--- src/include/isc_pkg.sv ---
// Shared constants and types for the in-line security control bank.
// Assumes a 16-bit register word reached through the serial configuration port.
package isc_pkg;

	// Register addresses on the serial configuration port
	localparam logic [5:0] ISC_ADDR_MAIN = 6'h19;
	localparam logic [5:0] ISC_ADDR_LEN = 6'h1a;

	// Values after reset and writable bit masks
	localparam logic [15:0] ISC_MAIN_RESET = 16'h03c4;
	localparam logic [15:0] ISC_LEN_RESET = 16'h0000;
	localparam logic [15:0] ISC_MAIN_MASK = 16'h03ff;
	localparam logic [15:0] ISC_LEN_MASK = 16'h7f7f;

	// Field positions in security_control_main
	localparam int ISC_GUARD_BIT = 9;
	localparam int ISC_HEAD_BIT = 8;
	localparam int ISC_SAKEY_BIT = 7;
	localparam int ISC_TXKEY_BIT = 6;
	localparam int ISC_RXKEY_BIT = 5;
	localparam int ISC_TAG_LSB = 2;
	localparam int ISC_MODE_LSB = 0;

	// Field positions in security_length_control
	localparam int ISC_TXL_LSB = 8;
	localparam int ISC_RXL_LSB = 0;

	// Serial frame layout: command byte then a 16-bit word
	localparam logic [4:0] ISC_CMD_BITS = 5'd8;
	localparam logic [4:0] ISC_FRAME_BITS = 5'd24;
	localparam int ISC_RAM_FLAG_BIT = 7;
	localparam int ISC_READ_FLAG_BIT = 6;

	// Head length byte subtracts this on transmit
	localparam logic [7:0] ISC_TX_HEAD_ADJ = 8'h02;
	// Tag byte count is code*2 plus this
	localparam logic [4:0] ISC_TAG_BASE = 5'd2;

	typedef enum logic [1:0] {
		ISC_MODE_OFF = 2'h0,
		ISC_MODE_CBCMAC = 2'h1,
		ISC_MODE_CTR = 2'h2,
		ISC_MODE_CCM = 2'h3
	} isc_mode_t;

	// Configuration presented to the security datapath
	typedef struct packed {
		isc_mode_t mode;
		logic rx_guard_en;
		logic sa_key;
		logic tx_key;
		logic rx_key;
		logic [4:0] tag_bytes;
		logic tag_code_bad;
		logic head_en;
		logic [7:0] tx_head_byte;
		logic [7:0] rx_head_byte;
		logic [6:0] tx_clear_skip;
		logic [6:0] rx_clear_skip;
		logic [6:0] tx_auth_only;
		logic [6:0] rx_auth_only;
	} isc_cfg_t;

endpackage

--- src/rtl/isc_core.sv ---
// In-line security control registers behind the serial configuration port.
// Assumes spi pins come from another domain and a frame length from same-clock logic.
`timescale 1ns/1ns
module isc_core (
	input wire logic i_ref_clk,
	input wire logic i_rst_n,
	input wire logic i_spi_csn_n,
	input wire logic i_spi_sclk,
	input wire logic i_spi_si,
	output logic o_spi_so,
	output logic o_spi_so_oe,
	input wire logic [6:0] i_frame_length,
	input wire logic i_standalone,
	output isc_pkg::isc_cfg_t o_cfg
);
	import isc_pkg::*;

	logic [1:0] csn_sync;
	logic [2:0] sclk_sync;
	logic [1:0] si_sync;
	logic sclk_rise;
	logic sclk_fall;
	logic frame_on;
	logic [4:0] bit_cnt;
	logic [15:0] shift_in;
	logic [15:0] shift_out;
	logic [5:0] cmd_addr;
	logic cmd_read;
	logic cmd_ram;
	logic [15:0] sec_main;
	logic [15:0] sec_len;
	logic [15:0] read_word;
	logic [15:0] wr_word;
	logic wr_commit;
	isc_cfg_t next_cfg;
	isc_mode_t mode;
	logic [6:0] txl;
	logic [6:0] rxl;
	logic [2:0] tag_code;

	// Pin synchronisers; the first stage feeds only the second
	always_ff @(posedge i_ref_clk or negedge i_rst_n) begin
		if (!i_rst_n) begin
			csn_sync <= 2'h3;
			sclk_sync <= 3'h0;
			si_sync <= 2'h0;
		end else begin
			csn_sync <= {csn_sync[0], i_spi_csn_n};
			sclk_sync <= {sclk_sync[1:0], i_spi_sclk};
			si_sync <= {si_sync[0], i_spi_si};
		end
	end

	// Edges of the synchronised serial clock, qualified by select
	assign frame_on = !csn_sync[1];
	assign sclk_rise = frame_on && sclk_sync[1] && !sclk_sync[2];
	assign sclk_fall = frame_on && !sclk_sync[1] && sclk_sync[2];

	// Bit counter; deselect restarts the frame
	always_ff @(posedge i_ref_clk or negedge i_rst_n) begin
		if (!i_rst_n) begin
			bit_cnt <= 5'h00;
		end else if (!frame_on) begin
			bit_cnt <= 5'h00;
		end else if (sclk_rise && bit_cnt != ISC_FRAME_BITS) begin
			bit_cnt <= bit_cnt + 5'h01;
		end
	end

	// Incoming bits, most significant first
	always_ff @(posedge i_ref_clk or negedge i_rst_n) begin
		if (!i_rst_n) begin
			shift_in <= 16'h0000;
		end else if (sclk_rise) begin
			shift_in <= {shift_in[14:0], si_sync[1]};
		end
	end

	// Command byte captured once its eighth bit arrives
	always_ff @(posedge i_ref_clk or negedge i_rst_n) begin
		if (!i_rst_n) begin
			cmd_addr <= 6'h00;
			cmd_read <= 1'b0;
			cmd_ram <= 1'b0;
		end else if (sclk_rise && bit_cnt == ISC_CMD_BITS - 5'h01) begin
			cmd_addr <= {shift_in[4:0], si_sync[1]};
			cmd_read <= shift_in[ISC_READ_FLAG_BIT - 1];
			cmd_ram <= shift_in[ISC_RAM_FLAG_BIT - 1];
		end
	end

	// Read mux; reserved bits always read zero
	always_comb begin
		read_word = 16'h0000;
		if (!cmd_ram && cmd_addr == ISC_ADDR_MAIN) begin
			read_word = sec_main;
		end else if (!cmd_ram && cmd_addr == ISC_ADDR_LEN) begin
			read_word = sec_len;
		end
	end

	// Outgoing word loads after the command byte, shifts on falling edges
	always_ff @(posedge i_ref_clk or negedge i_rst_n) begin
		if (!i_rst_n) begin
			shift_out <= 16'h0000;
		end else if (!frame_on) begin
			shift_out <= 16'h0000;
		end else if (sclk_fall && bit_cnt == ISC_CMD_BITS) begin
			shift_out <= read_word;
		end else if (sclk_fall && bit_cnt > ISC_CMD_BITS) begin
			shift_out <= {shift_out[14:0], 1'b0};
		end
	end

	// Serial out comes from a flop, driven only while selected
	assign o_spi_so = shift_out[15];
	assign o_spi_so_oe = frame_on;

	// Write commits on the last data bit; a short frame writes nothing
	assign wr_commit = sclk_rise && bit_cnt == ISC_FRAME_BITS - 5'h01 && !cmd_read && !cmd_ram;
	assign wr_word = {shift_in[14:0], si_sync[1]};

	// Main register; unused bits are stored as zero whatever the host sends
	always_ff @(posedge i_ref_clk or negedge i_rst_n) begin
		if (!i_rst_n) begin
			sec_main <= ISC_MAIN_RESET;
		end else if (wr_commit && cmd_addr == ISC_ADDR_MAIN) begin
			sec_main <= wr_word & ISC_MAIN_MASK;
		end
	end

	// Length register, same masking for the gap bit
	always_ff @(posedge i_ref_clk or negedge i_rst_n) begin
		if (!i_rst_n) begin
			sec_len <= ISC_LEN_RESET;
		end else if (wr_commit && cmd_addr == ISC_ADDR_LEN) begin
			sec_len <= wr_word & ISC_LEN_MASK;
		end
	end

	// Field views
	assign mode = isc_mode_t'(sec_main[ISC_MODE_LSB +: 2]);
	assign tag_code = sec_main[ISC_TAG_LSB +: 3];
	assign txl = sec_len[ISC_TXL_LSB +: 7];
	assign rxl = sec_len[ISC_RXL_LSB +: 7];

	// Derived datapath configuration
	always_comb begin
		next_cfg = '0;
		next_cfg.mode = mode;
		next_cfg.rx_guard_en = sec_main[ISC_GUARD_BIT];
		next_cfg.sa_key = sec_main[ISC_SAKEY_BIT];
		next_cfg.tx_key = sec_main[ISC_TXKEY_BIT];
		next_cfg.rx_key = sec_main[ISC_RXKEY_BIT];
		// Reserved code gives zero bytes and a flag rather than a guess
		next_cfg.tag_code_bad = tag_code == 3'h0;
		next_cfg.tag_bytes = next_cfg.tag_code_bad ? 5'h00 : {1'b0, tag_code, 1'b0} + ISC_TAG_BASE;
		// CCM runs its own authentication stage, so the head never applies there
		next_cfg.head_en = mode == ISC_MODE_CBCMAC && sec_main[ISC_HEAD_BIT];
		next_cfg.tx_head_byte = {1'b0, i_frame_length} - {1'b0, txl} - ISC_TX_HEAD_ADJ;
		next_cfg.rx_head_byte = {1'b0, rxl};
		// Stand-alone work sees no skip or auth-only lengths; the head bytes still follow them
		if (!i_standalone) begin
			unique case (mode)
				ISC_MODE_OFF: begin
				end
				ISC_MODE_CBCMAC: begin
					next_cfg.tx_clear_skip = txl;
					next_cfg.rx_clear_skip = rxl;
				end
				ISC_MODE_CTR: begin
					next_cfg.tx_clear_skip = txl;
					next_cfg.rx_clear_skip = rxl;
				end
				ISC_MODE_CCM: begin
					next_cfg.tx_auth_only = txl;
					next_cfg.rx_auth_only = rxl;
				end
			endcase
		end
	end

	// Configuration leaves through flops; one cycle behind the registers
	always_ff @(posedge i_ref_clk or negedge i_rst_n) begin
		if (!i_rst_n) begin
			o_cfg <= '0;
		end else begin
			o_cfg <= next_cfg;
		end
	end

	// Checks
	a_head_only_cbcmac: assert property (@(posedge i_ref_clk) disable iff (!i_rst_n)
		o_cfg.head_en |-> o_cfg.mode == ISC_MODE_CBCMAC)
		else $error("head enabled outside plain CBC-MAC");
	a_head_follows_bit: assert property (@(posedge i_ref_clk) disable iff (!i_rst_n)
		(mode == ISC_MODE_CBCMAC && sec_main[ISC_HEAD_BIT]) |=> o_cfg.head_en)
		else $error("head not enabled in CBC-MAC with head bit set");
	a_tx_head_calc: assert property (@(posedge i_ref_clk) disable iff (!i_rst_n)
		1'b1 |=> o_cfg.tx_head_byte == 8'($past({1'b0, i_frame_length}) - $past({1'b0, txl}) - 8'h02))
		else $error("transmit head byte wrong");
	a_rx_head_calc: assert property (@(posedge i_ref_clk) disable iff (!i_rst_n)
		1'b1 |=> o_cfg.rx_head_byte == {1'b0, $past(rxl)})
		else $error("receive head byte wrong");
	a_tag_bytes: assert property (@(posedge i_ref_clk) disable iff (!i_rst_n)
		1'b1 |=> o_cfg.tag_code_bad == ($past(tag_code) == 3'h0)
		&& o_cfg.tag_bytes == ($past(tag_code) == 3'h0 ? 5'h00 : 5'(2 * int'($past(tag_code)) + 2)))
		else $error("tag byte count out of range");
	a_standalone_len: assert property (@(posedge i_ref_clk) disable iff (!i_rst_n)
		$past(i_standalone) |-> o_cfg.tx_clear_skip == 7'h00 && o_cfg.rx_clear_skip == 7'h00
		&& o_cfg.tx_auth_only == 7'h00 && o_cfg.rx_auth_only == 7'h00)
		else $error("stand-alone saw a length");
	a_ccm_lengths: assert property (@(posedge i_ref_clk) disable iff (!i_rst_n)
		(mode == ISC_MODE_CCM && !i_standalone) |=> o_cfg.tx_auth_only == $past(txl)
		&& o_cfg.rx_auth_only == $past(rxl) && o_cfg.tx_clear_skip == 7'h00)
		else $error("CCM lengths wrong");
	a_ctr_lengths: assert property (@(posedge i_ref_clk) disable iff (!i_rst_n)
		(mode == ISC_MODE_CTR && !i_standalone) |=> o_cfg.tx_clear_skip == $past(txl)
		&& o_cfg.rx_clear_skip == $past(rxl))
		else $error("CTR lengths wrong");
	a_cbc_lengths: assert property (@(posedge i_ref_clk) disable iff (!i_rst_n)
		(mode == ISC_MODE_CBCMAC && !i_standalone) |=> o_cfg.tx_clear_skip == $past(txl)
		&& o_cfg.rx_auth_only == 7'h00)
		else $error("CBC-MAC lengths wrong");
	a_key_select: assert property (@(posedge i_ref_clk) disable iff (!i_rst_n)
		1'b1 |=> {o_cfg.sa_key, o_cfg.tx_key, o_cfg.rx_key} == $past(sec_main[7:5]))
		else $error("key selectors wrong");
	a_write_masked: assert property (@(posedge i_ref_clk) disable iff (!i_rst_n)
		(sec_main & ~ISC_MAIN_MASK) == 16'h0000 && (sec_len & ~ISC_LEN_MASK) == 16'h0000)
		else $error("unused bits stored");

	c_write_main: cover property (@(posedge i_ref_clk) disable iff (!i_rst_n)
		wr_commit && cmd_addr == ISC_ADDR_MAIN);
	c_read_len: cover property (@(posedge i_ref_clk) disable iff (!i_rst_n)
		sclk_fall && bit_cnt == ISC_CMD_BITS && cmd_read && cmd_addr == ISC_ADDR_LEN);
	c_ccm_mode: cover property (@(posedge i_ref_clk) disable iff (!i_rst_n) o_cfg.mode == ISC_MODE_CCM);
	c_head_used: cover property (@(posedge i_ref_clk) disable iff (!i_rst_n) o_cfg.head_en);

endmodule

--- config.mk ---
export PLATFORM = sky130hd
export DESIGN_NAME = isc_core
export DESIGN_NICKNAME = d
export VERILOG_FILES = /design/src/include/isc_pkg.sv /design/src/rtl/isc_core.sv
export SDC_FILE = /design/constraint.sdc
export NUM_CORES = 1
export LEC_CHECK = 0
export BUFFER_PORTS_ARGS = -buffer_cell sky130_fd_sc_hd__buf_2
export CAP_MARGIN = 15
export CORE_MARGIN = 4
export CORE_UTILIZATION = 30
export CTS_BUF_LIST = sky130_fd_sc_hd__clkbuf_8
export DETAILED_ROUTE_END_ITERATION = 10
export PLACE_DENSITY = 0.54
export SYNTH_ARGS = -nofsm -noshare
export SYNTH_HDL_FRONTEND = slang
export SYNTH_SLANG_ARGS = --single-unit
--- constraint.sdc ---
create_clock -name i_ref_clk -period 2.2 [get_ports i_ref_clk]
set_input_delay 0.33 -clock i_ref_clk [delete_from_list [all_inputs] [get_ports i_ref_clk]]
set_output_delay 0.33 -clock i_ref_clk [all_outputs]
set_load 0.05 [all_outputs]
; Yosys cells after proc, flatten, opt, wreduce, memory -nomap -nowiden
; Cells that the tools add are included.
; Widths: inputs -> output; s select.
[word_totals]
ff_bits = 130
wordCells = 75
[classes]
add_sub_neg = 4
magnitude_cmp = 1
n_eq_ne = 9
muxes = 11
n_reduce_logical = 25
[ops]
columns = op, n
row1 = $mux 16, 3
row2 = $mux 15, 2
row3 = $mux 14, 2
row4 = $mux 28, 1
row5 = $logic_and 1x1->1, 16
row6 = $mux 5, 3
row7 = $eq 6x5->1 const B, 2
row8 = $sub 7x7->8, 1
row9 = $sub 8x2->8 const B, 1
row10 = $add 4x2->5 const B, 1
row11 = $add 5x1->5 const B, 1
row12 = $eq 5x3->1 const B, 1
row13 = $eq 5x4->1 const B, 1
row14 = $eq 5x5->1 const B, 1
row15 = $gt 5x4->1 const B, 1
row16 = $logic_not 1->1, 5
row17 = $ne 5x5->1 const B, 1
row18 = $eq 2x2->1 const B, 2
row19 = $logic_not 3->1, 1
row20 = $reduce_bool 3->1, 1
row21 = $eq 2x1->1 const B, 1
row22 = $reduce_bool 2->1, 1
row23 = $reduce_or 2->1, 1

; Logic depth before layout (Yosys ltp)
[depth]
ltp_word = 7
mapped_depth = 10

; Worst setup path before layout
; No wires, ideal clock.
[synth_timing]
path_type = flip-flop to flip-flop
from = register sec_len[9]
to = register o_cfg[43] (netlist bit)
setup_time_ns = 0.120
t_arrival_ns = 2.181
path_slack_ns = -0.101
stages_incl_launch_ff = 10
n_path_buf = 0
synth_period_minus_slack_ns = 2.301
path_cell_list = dfrtp_1 > ha_1 > inv_1 > ha_1 > inv_1 > fa_1 > nor2b_1 > o31a_1 > or4b_2 > and3_1
[synth_lines]
columns = item, line
row1 = "start, declared", isc_core.sv:31  ; logic [15:0] sec_len;
row2 = "start signal, assigned", isc_core.sv:137  ; sec_len <= wr_word & ISC_LEN_MASK;
row3 = "end signal, assigned", isc_core.sv:188  ; o_cfg <= next_cfg;
row4 = "end, declared", isc_core.sv:14  ; output isc_pkg::isc_cfg_t o_cfg

==> out/qor.yml <==
run_status: "finished clean"
finish.utilization_pct: 38.0
synth_seq_area_share_pct: 61.4
place_ws_ns: -0.0782
yosys.area_share.xor_xnor_pct: 0.831
placed_cell_area_um2: 6090
postSynthAreaPerCell_um2: 12.4
gate_count_post_synth: 425
ys_seq_elements: 129
max-slew-margin-rel_pct: 66.0
placement_rows: 48
synth.yosys.warnings: 0
post_drt_wl_per_cell_um: 14.8
holdCritPathClass: "in2reg"
port_buffers: 69
drcViolationCount: 0
ant_nets: 0
worst_r2r_path_depth: 9
grt-ovfl-total: 0
grt_pass1_wl_mm: 18.9
grt_setup_unrepaired: "true"
fmaxAchievable_ghz: 0.458
finalCriticalPeriod_ns: 2.18
crit_path_start_kind: "register"
synth_simple_gate_area_share_pct: 14.8
synth_fa_ha_area_share_pct: 4.89
library_cell_contributing_the_largest_single_delay_on_the_critical_path: "or4b_4"
synth-edff-count: 0
worst_hold_path_endpoint: "o_cfg[36]$_DFF_PN0_"
design.core.area_um2: 17200
finalCritPeriodShare_pct: 99.2
synth_top_family_by_area: "simple AND/OR/NAND/NOR gates"
area.growth.synth_to_final_pct: 24.2
timing.critical_path.cells: "ha_1, inv_1, ha_2, inv_2, fa_2, nor2b_2, o31a_1, or4b_4, and3_4"
cts.sinks: 129
grtUsageTotal_pct: 12.2
detailed_place_hpwl_mm: 8.30
maxCapViolCount: 0
postSynth.asyncResetShare_pct: 100
worstHoldPathCells: 4
via_count: 3450
hold_path.startpoint: "i_frame_length[0]"
ys_dominant_reg_cell: "dfrtp_1"
routed_wl_mm: 11.4
clk_latency_ns: 0.44
clock_tree.htree_level_count: 4
design_area_um2: 6540
critPathMaxStageDelay_ns: 0.48
critical_path.reg2reg.endpoint: "o_cfg[43]$_DFF_PN0_"
maximum_number_of_pins_on_one_net_before_global_route_repair: 39
clock_path_buffers: 2
ioPinCount: 72
transition_time_at_the_pin_with_the_least_slew_margin_ns: 0.503
synthesis.area_um2: 5270
synth_compound_area_share_pct: 6.25
finalNetCount: 567
start_util_pct: 30.6
die_footprint_um2: 19700
clock_root_buffer: "clkbuf_8"
grt_pass1_vias: 3593
diodes: 0
routed_via_density: 4.47
regToRegStartpoint: "sec_len[9]$_DFFE_PN0P_"
tritoncts.num_buffers: 17
p_per_area_nw_per_um2: 738
r2r_setup_slack_ns: 0.02
drive_gt1_share_pct: 32.5
setup_viol: 0
drt-initial-drc-count: 198
synth.distinct_cells: 53
timing_worst_setup_path_type: "reg2reg"
finalHoldWorstSlack_ns: 0.239
fin_worst_skew_ns: 0.0132
place.gp.congestion: 0.838
critical_path_buf_inv_count: 2
hold_violations: 0
die_h_um: 141
synth_mux_area_share_pct: 8.31
critPathTopFamily: "simple AND/OR/NAND/NOR gates"
drv_slew: 0
p_leak_nw: 3.42
antenna_found_initial: 0
worst_ep_required_time_ns: 2.52
final_critical_path_setup_slack_ns: 0.0174
drt-pass1-iter-count: 4
clock_tree_from_tritoncts: "built"
timing.critical_path.arrival_ns: 2.50
chipWidth_um: 141
timing.critical_path.fanout_max: 2
ir_drop_mv: 0.353
timing.critical_path.to_type: "register"
clk_transition_reported_paths_ns: 0.06
final cells by class:
class,count,area (um^2)
Inverter,29,109
Tap cell,225,282
Timing Repair Buffer,103,638
Multi-Input combinational cell,254,1870
Fill cell,1668,10700
Clock buffer,19,262
Sequential cell,129,3240
Clock inverter,13,145
per-layer routing:
layer	track usage, %	up-vias	part of all wire, %	wire (um)
met5	0	-	0	0
met4	5.66	0	2.1	235
met3	3.65	22	5.8	658
met2	18.9	89	46	5290
met1	15.8	1691	46	5220
li1	-	1648	-	-
Yosys cell counts (all sizes together) (2+ instances only):
| cell type | count | area [um^2] |
|---|---|---|
| a21boi | 4 | 30.0 |
| a21oi | 8 | 40.0 |
| a221o | 4 | 40.0 |
| a221oi | 2 | 17.5 |
| a22o | 2 | 17.5 |
| a31oi | 3 | 18.8 |
| a32oi | 3 | 26.3 |
| and2 | 32 | 200 |
| and3 | 6 | 37.5 |
| and3b | 2 | 17.5 |
| buf | 6 | 41.3 |
| clkbuf | 8 | 30.0 |
| dfrtp | 122 | 3050 |
| dfstp | 7 | 184 |
| ha | 19 | 238 |
| inv | 29 | 109 |
| mux2 | 33 | 398 |
| mux2i | 4 | 40.0 |
| nand2 | 57 | 219 |
| nand2b | 2 | 12.5 |
| nand3 | 6 | 30.0 |
| nor2 | 14 | 52.6 |
| nor2b | 8 | 50.1 |
| nor3 | 2 | 10.0 |
| nor3b | 3 | 22.5 |
| nor4 | 2 | 42.5 |
| nor4b | 2 | 23.8 |
| o211ai | 4 | 30.0 |
| o21ai | 10 | 50.1 |
| or3b | 2 | 17.5 |
| xnor2 | 3 | 26.3 |
| xor2 | 2 | 17.5 |
logic make-up after synthesis:
group / count (synthesis)
other: 1
AO/OA/AOI/OAI: 47
AND/OR/NAND/NOR: 143
XOR/XNOR: 5
flip-flops: 129
multiplexers: 37
adder cells (fa/ha/maj): 20
buffers and inverters: 43
through the flow:
stage,instances,TNS (ns),power (mW)
after global routing,772,-0.0576,5.06
final,772,0,4.83
after detailed placement,736,-0.0782,2.82
after global placement,736,-0.0503,2.81
after floorplan,426,0,2.67
after CTS,772,0,4.91
tightest hold or removal path, stage by stage:
cell   delay (ns)
buf_2        0.10
inv_1        0.05
ha_1         0.13
inv_1        0.03
sequential cells by signal, indices dropped and copies added (netlist names), 3 cells and up:
name / count
sclk_sync: 3
o_cfg: 55
sec_len: 14
cmd_addr: 6
shift_out: 16
shift_in: 14
bit_cnt: 5
sec_main: 10
worst max-delay path by stage:
stage	start	to	slack (ns)	depth (start not counted)
final	sec_len[9]$_DFFE_PN0P_	o_cfg[43]$_DFF_PN0_	0.02	9
after global routing	sec_len[9]$_DFFE_PN0P_	o_cfg[43]$_DFF_PN0_	-0.06	9
after CTS	sec_len[9]$_DFFE_PN0P_	o_cfg[43]$_DFF_PN0_	0.01	9
after detailed placement	i_frame_length[1]	o_cfg[43]$_DFF_PN0_	-0.08	11
after global placement	i_frame_length[1]	o_cfg[43]$_DFF_PN0_	-0.05	11
after floorplan	sec_len[9]$_DFFE_PN0P_	o_cfg[43]$_DFF_PN0_	0.03	9
repair_timing:
| action | 4_1_cts | 5_1_grt |
|---|---|---|
| buffers inserted | 0 | 0 |
| hold buffers | 4 | 0 |
| endpoints found under the hold margin | 32 | 0 |
| endpoints found under the setup margin | 1 | 1 |
| gates resized for setup | 0 | 2 |
| pin swaps | 1 | 0 |
cell usage in the layout, fill, tap and decap left out, drive strengths merged, types with 2 or more instances in the layout:
cell type,instances
a221o,4
ha,19
nand2b,2
and3b,2
nor3b,3
and3,6
and2,32
nand3,6
xnor2,3
dfrtp,122
nand2,57
nor4b,2
clkinv,5
clkinvlp,2
clkbuf,19
xor2,2
a31oi,3
conb,2
a221oi,2
a32oi,3
dlygate4sd3,4
or3b,2
mux2i,4
nor2,14
bufinv,3
buf,99
a22o,2
o211ai,4
mux2,33
nor2b,8
dfstp,7
o21ai,10
nor4,2
a21boi,4
nor3,2
inv,32
a21oi,8
power breakdown:
part | total [mW] | switching, mW | internal [mW]
Combinational | 0.274 | 0.185 | 0.0886
Clock | 2.06 | 0.894 | 1.16
Sequential | 2.50 | 0.0690 | 2.43
Total | 4.83 | 1.15 | 3.68
Power figures use the tool's default switching activity.
